--- src/include/ses_defs.svh ---
// Purpose: constants of the status and protection block
// Assumes: included by bare name, definitions only
// Notes: opcodes are sent msb first
`ifndef SES_DEFS_SVH
`define SES_DEFS_SVH

// ============================================================
// command opcodes
`define SES_OP_SET_LATCH 8'h06
`define SES_OP_CLR_LATCH 8'h04
`define SES_OP_READ_STATE 8'h05
`define SES_OP_WRITE_STATE 8'h01
`define SES_OP_ARRAY_WRITE 8'h02

// ============================================================
// status byte bit positions
`define SES_BIT_LOCK 7
`define SES_BIT_GUARD_HI 3
`define SES_BIT_GUARD_LO 2
`define SES_BIT_LATCH 1
`define SES_BIT_BUSY 0

// ============================================================
// reset (shipped) values of the kept bits
`define SES_RST_LOCK 1'b0
`define SES_RST_GUARD 2'h0

// ============================================================
// guarded region lower bounds, 13-bit array address
`define SES_GUARD_QTR_BASE 13'h1800
`define SES_GUARD_HALF_BASE 13'h1000

// ============================================================
// timing: self-timed cycle and core clock, in ns
`define SES_WR_TIME_NS 5000000
`define SES_CLK_NS 40
`define SES_WR_CYCLES ((`SES_WR_TIME_NS + `SES_CLK_NS - 1) / `SES_CLK_NS)

`endif

--- src/include/ses_pkg.sv ---
// Purpose: types of the status and protection block
// Assumes: nothing
// Notes: constants live in ses_defs.svh
package ses_pkg;

  // ============================================================
  // non-volatile status fields
  typedef struct packed {
    logic lock;
    logic [1:0] guard;
  } ses_nv_type;

  // ============================================================
  // synchronised serial pins
  typedef struct packed {
    logic sck;
    logic cs_n;
    logic sdi;
    logic guard_n;
  } ses_pins_type;

  // ============================================================
  // command engine states, one-hot
  typedef enum logic [5:0] {
    ST_IDLE = 6'h01,
    ST_OPC  = 6'h02,
    ST_ADDR = 6'h04,
    ST_DATA = 6'h08,
    ST_READ = 6'h10,
    ST_WAIT = 6'h20
  } ses_state_type;

endpackage : ses_pkg

--- src/hw/ses_status_protect.sv ---
// Purpose: status register and write protection of a serial eeprom
// Assumes: serial pins oversampled by i_mclk, serial clock mode 0
// Notes: i_rst stands for power-up; array datapath lives outside
//
// Function
// - latch must be set before any write
// - after set-latch opcode, wait for deselect
// - clear-latch opcode clears latch, then waits
// - latch cleared at power-up, clear, write ends
// - status read accepted at any time
// - status byte repeats while still selected
// - busy bit high only during write cycle
// - latch low rejects all write commands
// - status byte layout lock,000,guard,latch,busy
// - guard bits kept, block matching array writes
// - lock and guard pin low refuse status writes
// - status write is opcode plus one byte
// - valid deselect starts timed write cycle
// - latch cleared when status write cycle ends
// - new kept bits apply after cycle ends
// - bits 6..4,1,0 not written; 6..4 zero
// - otherwise status writable with latch set
// - shipped lock bit is zero
// - hardware mode in either entry order, exits pin
// - msb-first opcodes 06, 04, 05, 01
// - guard field 00 none, 01 qtr, 10 half, 11 all
// - writes need clock count multiple of eight
`timescale 1ns/10ps
`include "ses_defs.svh"

module ses_status_protect #(
  parameter int WR_CYCLES = `SES_WR_CYCLES
) (
  input wire logic i_mclk,
  input wire logic i_rst,
  input wire logic i_sck,
  input wire logic i_cs_n,
  input wire logic i_sdi,
  input wire logic i_guard_n,
  output logic o_sdo,
  output logic o_sdo_oe,
  output logic [7:0] o_status,
  output logic o_arr_wr_go,
  output logic [12:0] o_arr_wr_addr
);

  localparam int CW = $clog2(WR_CYCLES + 1);

  // ============================================================
  // pin synchronisers
  ses_pkg::ses_pins_type pin_a_ff, pin_b_ff, pin_c_ff;
  ses_pkg::ses_pins_type pins_raw;

  assign pins_raw = '{sck: i_sck, cs_n: i_cs_n, sdi: i_sdi,
                      guard_n: i_guard_n};

  // two stages before use; third stage only for edge finding
  always_ff @(posedge i_mclk or posedge i_rst) begin
    if (i_rst) begin
      pin_a_ff <= '{sck: 1'b0, cs_n: 1'b1, sdi: 1'b0, guard_n: 1'b1};
      pin_b_ff <= '{sck: 1'b0, cs_n: 1'b1, sdi: 1'b0, guard_n: 1'b1};
      pin_c_ff <= '{sck: 1'b0, cs_n: 1'b1, sdi: 1'b0, guard_n: 1'b1};
    end else begin
      pin_a_ff <= pins_raw;
      pin_b_ff <= pin_a_ff;
      pin_c_ff <= pin_b_ff;
    end
  end

  logic sck_rise, sck_fall, cs_fall, cs_rise;

  // edge events seen by the core clock
  assign sck_rise = pin_b_ff.sck & ~pin_c_ff.sck;
  assign sck_fall = ~pin_b_ff.sck & pin_c_ff.sck;
  assign cs_fall = ~pin_b_ff.cs_n & pin_c_ff.cs_n;
  assign cs_rise = pin_b_ff.cs_n & ~pin_c_ff.cs_n;

  // ============================================================
  // state
  ses_pkg::ses_state_type state_ff, nxt_state;
  ses_pkg::ses_nv_type nv_ff, nxt_nv, pend_ff, nxt_pend;
  logic [15:0] sh_ff, nxt_sh;
  logic [2:0] bit_cnt_ff, nxt_bit_cnt;
  logic [1:0] byte_cnt_ff, nxt_byte_cnt;
  logic [12:0] addr_ff, nxt_addr;
  logic [7:0] cap_ff, nxt_cap;
  logic [CW-1:0] tmr_ff, nxt_tmr;
  logic latch_ff, nxt_latch;
  logic busy_ff, nxt_busy;
  logic is_stat_wr_ff, nxt_is_stat_wr;
  logic pend_nv_ff, nxt_pend_nv;
  logic armed_ff, nxt_armed;
  logic sdo_ff, nxt_sdo;
  logic oe_ff, nxt_oe;
  logic go_ff, nxt_go;

  // ============================================================
  // decoded status and protection
  logic [7:0] status;
  logic hw_guard_mode;
  logic addr_guarded;
  logic [7:0] opc;
  logic [12:0] wr_addr;

  // mode from lock bit and pin
  // level-based, so entry order does not matter and only pin exits
  assign hw_guard_mode = nv_ff.lock & ~pin_b_ff.guard_n;

  always_comb begin
    status = 8'h00;
    status[`SES_BIT_LOCK] = nv_ff.lock;
    status[`SES_BIT_GUARD_HI] = nv_ff.guard[1];
    status[`SES_BIT_GUARD_LO] = nv_ff.guard[0];
    status[`SES_BIT_LATCH] = latch_ff;
    status[`SES_BIT_BUSY] = busy_ff;
  end

  assign opc = {sh_ff[6:0], pin_b_ff.sdi};
  assign wr_addr = addr_ff;

  always_comb begin
    case (nv_ff.guard)
      2'h1: addr_guarded = (wr_addr >= `SES_GUARD_QTR_BASE);
      2'h2: addr_guarded = (wr_addr >= `SES_GUARD_HALF_BASE);
      2'h3: addr_guarded = 1'b1;
      default: addr_guarded = 1'b0;
    endcase
  end

  // ============================================================
  // command engine next state
  always_comb begin
    nxt_state = state_ff;
    nxt_nv = nv_ff;
    nxt_pend = pend_ff;
    nxt_sh = sh_ff;
    nxt_bit_cnt = bit_cnt_ff;
    nxt_byte_cnt = byte_cnt_ff;
    nxt_addr = addr_ff;
    nxt_cap = cap_ff;
    nxt_tmr = tmr_ff;
    nxt_latch = latch_ff;
    nxt_busy = busy_ff;
    nxt_is_stat_wr = is_stat_wr_ff;
    nxt_pend_nv = pend_nv_ff;
    nxt_armed = armed_ff | pin_b_ff.cs_n;
    nxt_sdo = sdo_ff;
    nxt_oe = oe_ff;
    nxt_go = 1'b0;

    if (busy_ff) begin
      if (tmr_ff == '0) begin
        nxt_busy = 1'b0;
        nxt_latch = 1'b0;
        if (pend_nv_ff) begin
          nxt_nv = pend_ff;
        end
        nxt_pend_nv = 1'b0;
      end else begin
        nxt_tmr = tmr_ff - 1'b1;
      end
    end

    if (cs_rise) begin
      nxt_state = ses_pkg::ST_IDLE;
      nxt_oe = 1'b0;
      // deselect must fall on a byte boundary
      if (state_ff == ses_pkg::ST_DATA && bit_cnt_ff == 3'h0 &&
          byte_cnt_ff != 2'h0) begin
        if (is_stat_wr_ff) begin
          if (byte_cnt_ff == 2'h1 && latch_ff && !busy_ff &&
              !hw_guard_mode) begin
            nxt_pend = '{lock: cap_ff[`SES_BIT_LOCK],
                         guard: cap_ff[`SES_BIT_GUARD_HI:
                                       `SES_BIT_GUARD_LO]};
            nxt_pend_nv = 1'b1;
            nxt_busy = 1'b1;
            nxt_tmr = CW'(WR_CYCLES - 1);
          end
        end else begin
          if (latch_ff && !busy_ff && !addr_guarded) begin
            nxt_busy = 1'b1;
            nxt_tmr = CW'(WR_CYCLES - 1);
            nxt_go = 1'b1;
          end
        end
      end
    end else if (cs_fall && armed_ff) begin
      nxt_state = ses_pkg::ST_OPC;
      nxt_bit_cnt = 3'h0;
      nxt_byte_cnt = 2'h0;
    end else if (sck_rise && !pin_b_ff.cs_n) begin
      nxt_sh = {sh_ff[14:0], pin_b_ff.sdi};
      nxt_bit_cnt = bit_cnt_ff + 3'h1;
      case (state_ff)
        ses_pkg::ST_OPC: begin
          if (bit_cnt_ff == 3'h7) begin
            case (opc)
              `SES_OP_SET_LATCH: begin
                // only path that sets the latch
                nxt_latch = 1'b1;
                nxt_state = ses_pkg::ST_WAIT;
              end
              `SES_OP_CLR_LATCH: begin
                nxt_latch = 1'b0;
                nxt_state = ses_pkg::ST_WAIT;
              end
              `SES_OP_READ_STATE: begin
                nxt_state = ses_pkg::ST_READ;
              end
              `SES_OP_WRITE_STATE: begin
                nxt_is_stat_wr = 1'b1;
                nxt_state = ses_pkg::ST_DATA;
              end
              `SES_OP_ARRAY_WRITE: begin
                nxt_is_stat_wr = 1'b0;
                nxt_state = ses_pkg::ST_ADDR;
              end
              default: begin
                nxt_state = ses_pkg::ST_WAIT;
              end
            endcase
          end
        end
        ses_pkg::ST_ADDR: begin
          if (bit_cnt_ff == 3'h7) begin
            if (byte_cnt_ff == 2'h1) begin
              nxt_addr = {sh_ff[11:0], pin_b_ff.sdi};
              nxt_byte_cnt = 2'h0;
              nxt_state = ses_pkg::ST_DATA;
            end else begin
              nxt_byte_cnt = byte_cnt_ff + 2'h1;
            end
          end
        end
        ses_pkg::ST_DATA: begin
          if (bit_cnt_ff == 3'h7) begin
            // saturate: any count above one marks a long frame
            if (byte_cnt_ff != 2'h3) begin
              nxt_byte_cnt = byte_cnt_ff + 2'h1;
            end
            nxt_cap = opc;
          end
        end
        default: begin
          nxt_sh = {sh_ff[14:0], pin_b_ff.sdi};
        end
      endcase
    end else if (sck_fall && !pin_b_ff.cs_n &&
                 state_ff == ses_pkg::ST_READ) begin
      // re-sample status every byte, drive on fall
      nxt_oe = 1'b1;
      if (bit_cnt_ff == 3'h0) begin
        nxt_cap = status;
        nxt_sdo = status[7];
      end else begin
        nxt_sdo = cap_ff[3'h7 - bit_cnt_ff];
      end
    end
  end

  // ============================================================
  // command engine registers
  always_ff @(posedge i_mclk or posedge i_rst) begin
    if (i_rst) begin
      state_ff <= ses_pkg::ST_IDLE;
      nv_ff <= '{lock: `SES_RST_LOCK, guard: `SES_RST_GUARD};
      pend_ff <= '{lock: `SES_RST_LOCK, guard: `SES_RST_GUARD};
      sh_ff <= 16'h0000;
      bit_cnt_ff <= 3'h0;
      byte_cnt_ff <= 2'h0;
      addr_ff <= 13'h0000;
      cap_ff <= 8'h00;
      tmr_ff <= '0;
      latch_ff <= 1'b0;
      busy_ff <= 1'b0;
      is_stat_wr_ff <= 1'b0;
      pend_nv_ff <= 1'b0;
      armed_ff <= 1'b0;
      sdo_ff <= 1'b0;
      oe_ff <= 1'b0;
      go_ff <= 1'b0;
    end else begin
      state_ff <= nxt_state;
      nv_ff <= nxt_nv;
      pend_ff <= nxt_pend;
      sh_ff <= nxt_sh;
      bit_cnt_ff <= nxt_bit_cnt;
      byte_cnt_ff <= nxt_byte_cnt;
      addr_ff <= nxt_addr;
      cap_ff <= nxt_cap;
      tmr_ff <= nxt_tmr;
      latch_ff <= nxt_latch;
      busy_ff <= nxt_busy;
      is_stat_wr_ff <= nxt_is_stat_wr;
      pend_nv_ff <= nxt_pend_nv;
      armed_ff <= nxt_armed;
      sdo_ff <= nxt_sdo;
      oe_ff <= nxt_oe;
      go_ff <= nxt_go;
    end
  end

  // ============================================================
  // outputs
  // enable from the first status bit driven until deselect
  assign o_sdo = sdo_ff;
  assign o_sdo_oe = oe_ff;
  assign o_status = status;
  assign o_arr_wr_go = go_ff;
  assign o_arr_wr_addr = addr_ff;

endmodule : ses_status_protect

--- config.mk ---
export PLATFORM = sky130hd
export DESIGN_NAME = ses_status_protect
export DESIGN_NICKNAME = d
export VERILOG_FILES = /design/src/include/ses_pkg.sv /design/src/hw/ses_status_protect.sv
export VERILOG_INCLUDE_DIRS = /design/src /design/src/include
export SDC_FILE = /design/constraint.sdc
export NUM_CORES = 1
export LEC_CHECK = 0
export BUFFER_PORTS_ARGS = -buffer_cell sky130_fd_sc_hd__buf_2
export CAP_MARGIN = 25
export CORE_MARGIN = 2
export CORE_UTILIZATION = 45
export DETAILED_ROUTE_END_ITERATION = 10
export GPL_ROUTABILITY_DRIVEN = 0
export PLACE_DENSITY_LB_ADDON = 0.25
export SETUP_SLACK_MARGIN = 0.1
export SLEW_MARGIN = 40
export SYNTH_ARGS = -nofsm -noshare
export SYNTH_HDL_FRONTEND = slang
export SYNTH_SLANG_ARGS = --single-unit
--- constraint.sdc ---
create_clock -name i_mclk -period 7.7 [get_ports i_mclk]
set_clock_uncertainty 0.05 [all_clocks]
set_input_delay 1.54 -clock i_mclk [delete_from_list [all_inputs] [get_ports i_mclk]]
set_output_delay 1.54 -clock i_mclk [all_outputs]
set_load 0.02 [all_outputs]
Word-level counts from Yosys, hierarchy flattened
Index checks and enable logic that the tools add are counted.

Register bits after elaboration: 85. Latch bits: 0. RAM bits: 0. Memory bits (read-only): 0. Input bits: 6. Memories kept: 0.

Add/sub/neg operators: 4. $mul: 0. Divide/modulo/power cells: 0. Magnitude comparators: 3. Equality and inequality tests: 25. Shifts and indexed selects: 0. Mux-type cells: 63. Bitwise logic cells: 14. Reduce and logical (&&, ||, !) cells: 37.

Operators by type and width (count): two-way mux 17 bit (7); two-way mux 8 bit (5); two-way mux 6 bit (6); two-way mux 1 bit (30); >= comparator 13 bit, second input constant (2); == test 8 x 3 -> 1 bit, second input constant (3); AND reduction 6 bit (4); one-hot mux 6 bit (3 select lines) (1); zero test 17 bit (1); subtractor 17 x 1 -> 17 bit, second input constant (1); two-way mux 2 bit (6); inequality test 4 bit, second input constant (3); one-hot mux 6 bit (2 select lines) (1); nonzero test 2 bit (6); logical AND 1 bit (11); AND reduction 3 bit (3); == test 8 x 1 -> 1 bit, second input constant (1); == test 8 x 2 -> 1 bit, second input constant (1); inequality test 2 bit, second input constant (4); inverter 1 bit (8); AND reduction 4 bit (2); == test 6 x 2 -> 1 bit, second input constant (1); == test 6 x 3 -> 1 bit, second input constant (1); == test 6 x 4 -> 1 bit, second input constant (1); 24 further kinds (37).

Longest topological paths before layout
Depth in word-level cells: 9. Depth in mapped cells: 7. Depth with buffers taken out: 7.

Worst setup path after synthesis
Ideal clock, no wire load.

Path kind: register to register. Start point: register bit_cnt_ff[0]. End point: register pend_ff[0] (netlist bit). Library setup time: 125 ps. Data arrival time: 2069 ps. Required time: 7525 ps. Path slack: 5456 ps. Stages on the path, launching flop included: 7. Path buffers: 0. Path through: dfrtp_1 inv_1 ha_1 or4bb_1 or4_4 or2_4 mux2_4.

Word-level cells in the longest chain between the ends: 4.

RTL lines: start: declaration (line ses_status_protect.sv:83) `logic [2:0] bit_cnt_ff, nxt_bit_cnt;`; start signal: assignment (line ses_status_protect.sv:288) `bit_cnt_ff <= nxt_bit_cnt;`; zero test 3 bit (line ses_status_protect.sv:168) `if (state_ff == ses_pkg::ST_DATA && bit_cnt_ff == 3'h0 &&`; logical AND 1 bit (2 in a row) (line ses_status_protect.sv:168); AND reduction 4 bit (no source line); end signal: assignment (line ses_status_protect.sv:268) `` pend_ff <= '{lock: `SES_RST_LOCK, guard: `SES_RST_GUARD}; ``; end signal: assignment (line ses_status_protect.sv:286) `pend_ff <= nxt_pend;`; end: declaration (line ses_status_protect.sv:81) `ses_pkg::ses_nv_type nv_ff, nxt_nv, pend_ff, nxt_pend;`.

Every way passes these cells. A chain may end at the register's enable or synchronous reset.

Worst setup path in the final report
Start point: register busy_ff. End point: output o_status[0].

RTL lines: start: declaration (line ses_status_protect.sv:89) `logic busy_ff, nxt_busy;`; start signal: assignment (line ses_status_protect.sv:294) `busy_ff <= nxt_busy;`; end: declaration (line ses_status_protect.sv:42) `output logic [7:0] o_status,`.

No word-level cell between the ends.

==> flow_summary.yaml <==
sta:
  hold_slack_ns: 0.3015
  timing.final.ws_setup_ns: 5.009
  grt_setup_unrepaired: "no"
  finalMaxSlewViolations: 0
  slew_headroom: 0.4857
  finalSetupTns_ns: 0
  min_period_over_period: 0.3495
  period_minus_slack_ns: 2.691
  fmax_mhz: 371.6
  hold_viol: 0
  tightest_slew_ns: 0.7711
  setup_viol: 0
detailed_routing:
  avgViaCountPerCell: 5.488
  drtAntennaViolNets: 0
  routed-via-count: 2634
  wl_per_cell_um: 15.72
  drtIter0Drc: 128
  totalWireLength_mm: 7.545
  firstDrtPassIters: 5
  drc: 0
cells_and_area:
  antenna_cells: 0
  nets: 381
  utilization: 0.5179
  drive_gt1_frac: 0.2560
  area_delta_synth_final_pct: 11.03
  fin_cells: 480
logic_synthesis:
  synth_area_leaders: "dfrtp_1 52%, mux2_2 7.9%, dfstp_2 4.1%"
  synth.top_cell.area_share: 0.5158
  ys_types: 55
  async_flop_share: 1.000
  synth_flop_cell: "dfrtp_1"
  avgSynthCellArea_um2: 11.31
  synth_area_leader_cell: "dfrtp_1"
  synth-seq-cells: 85
  mappedNetlistArea_um2: 3832
  yosys_warnings: 0
  ys_seq_area_frac: 0.5570
  syn_inst: 339
  synth_edf_count: 0
grt:
  top_usage_layer: "met2"
  overflow: 0
  grt_use_met2: 0.2766
  grt_max_degree: 86
  grt_pass1_wl_mm: 12.68
  antenna_found_initial: 0
  grt_util_met1: 0.2530
  grt_pass1_vias: 2560
  met3_usage: 0.03367
  track_usage: 0.1803
floorplanning:
  core_area_um2: 8217
  start_util: 0.4664
  die_w_um: 96.29
  io_pins: 30
  die-area_um2: 9271
  die_h_um: 96.29
  num_rows: 33
place:
  port_buffers: 26
  place_inst: 464
  dp_hpwl_mm: 5.159
  pre_cts_ws_ns: 5.023
power:
  p_leak_nw: 2.095
  power.density_nw_per_um2: 190.3
  ir_worst_vdd_uv: 140.7
critical_path:
  cpMaxStageDelayCell: "dfrtp_1"
  slowest_delay_ns: 0.53
  crit_required_ns: 6.11
  crit_buf_inv: 1
  worst_path_dominant_cell_family: "flip-flops"
  critPathLaunchType: "flop"
  cp-end-kind: "output pin"
  worstPathArrival_ns: 1.10
  crit_chain: "buf_2"
  crit_path_max_fanout: 9
  critPathKind: "reg -> out"
clock_tree:
  ctsHoldBuffers: 0
  cts_buffers: 9
  cts_root_buf: "clkbuf_8"
  htree_num_levels: 3
  clk_latency_ns: 0.34
  cts_setup_buffers: 0
  clk_pin_slew_ns: 0.08
  clock_path_buffers: 2
  cts.sinks: 85
  cts_resized: 0
  cts_tree: "built"
worst_hold_path:
  hp-class: "reg -> reg"
run_status:
  outcome: "finished clean"
run:
  drv_cap: 0
## report_power, final
group / switching (mW) / internal [mW]
Sequential: 0.0151 / 0.459
Clock: 0.149 / 0.136
Combinational: 0.0343 / 0.0159
Total: 0.199 / 0.611
## cells by family (layout without fill, tap and decap cells)
family	count (synthesis)	count (layout)	synth area share
adder cells (fa/ha/maj)	5	5	0.01632
multiplexers	33	33	0.1055
other	1	3	0.0009785
AO/OA/AOI/OAI	49	49	0.08227
AND/OR/NAND/NOR	131	131	0.1864
flip-flops	85	85	0.5570
XOR/XNOR	9	9	0.02057
buffers and inverters	26	60	0.03102
## synthesized netlist by cell type (2+ instances only)
cell / instances
a211o_1: 2
a211oi_1: 2
a21o_1: 4
a21oi_1: 13
a22o_1: 2
a31oi_1: 2
buf_2: 2
buf_4: 5
clkbuf_1: 3
dfrtp_1: 79
dfstp_2: 6
ha_1: 5
inv_1: 16
mux2_2: 27
mux2_4: 3
mux4_2: 2
nand2_1: 42
nand2b_1: 3
nand3_1: 7
nand4_1: 4
nand4b_1: 3
nor2_1: 20
nor2b_1: 5
nor3_1: 14
nor3b_1: 2
nor4_1: 4
nor4_4: 2
o211ai_1: 2
o21ai_0: 10
o22ai_1: 3
o31ai_1: 2
or2_2: 3
or3_1: 6
or4_1: 4
or4_4: 2
or4b_2: 2
xnor2_1: 8
## path summary, 6_finish.rpt
path,slack (ns),end,start,depth (start not counted)
worst min-delay path,0.30,opc[0],pin_a_ff[1],0
max in group asynchronous,5.79,o_sdo_oe,i_rst,3
worst max register to register,5.23,o_arr_wr_addr[7],pin_b_ff[2],5
worst min register to register,0.30,opc[0],pin_a_ff[1],0
min in group asynchronous,1.31,pin_c_ff[3],i_rst,3
worst max-delay path,5.01,o_status[0],busy_ff,1
## registers in the layout, summed over array words and instances, names as in the netlist
name and cells:
pin_a_ff 4, pin_b_ff 3, o_arr_wr_go 1, o_arr_wr_addr 13, tmr_ff 17, pend_ff 3
opc 1, byte_cnt_ff 2, o_status 3, pin_c_ff 2, armed_ff 1, cap_ff 8
pend_nv_ff 1, o_sdo_oe 1, is_stat_wr_ff 1, latch_ff 1, bit_cnt_ff 3, busy_ff 1
o_sdo 1, sh_ff 12, state_ff 6
## metal layers
metal	part of all wire	routed length (um)
met5	0	0
met3	0.042	316
met2	0.46	3447
met1	0.48	3641
met4	0.019	140
## area by class of cell
class                   instances  area [um2]
inverters                      16       61.31
multi-input cells             230        1602
clock buffers                  15       166.4
repair buffers                 28       151.4
clock inverters                 1       8.758
flip-flops and latches         85        2135
fillers                       744        3961
well taps                     105       131.4
## per-stage QoR
step	total power, mW	cell area [um2]
4_1_cts	0.8209	4249
5_1_grt	0.8500	4255
3_5_place_dp	0.5331	4074
3_3_place_gp	0.5318	4064
6_report	0.8098	4255
2_1_floorplan	0.5163	3840
## cells in the final DEF (no fill, tap or decap), drive strengths merged, types with 3 or more instances in the layout
cell | synthesis | routed
or4 | 6 | 6
or2 | 4 | 4
nor4 | 6 | 6
ha | 5 | 5
nor3 | 15 | 15
dfstp | 6 | 6
nand2b | 3 | 3
a21oi | 13 | 13
clkbuf | 3 | 16
nand3 | 7 | 7
inv | 16 | 15
or3 | 6 | 6
dfrtp | 79 | 79
nand4b | 3 | 3
nand4 | 4 | 4
nor2 | 20 | 20
buf | 7 | 27
a21o | 5 | 5
mux2 | 30 | 30
nor2b | 5 | 5
conb | 1 | 3
nand2 | 43 | 43
xnor2 | 8 | 8
o21ai | 11 | 11
o22ai | 3 | 3
(Power assumes the default switching activity.)
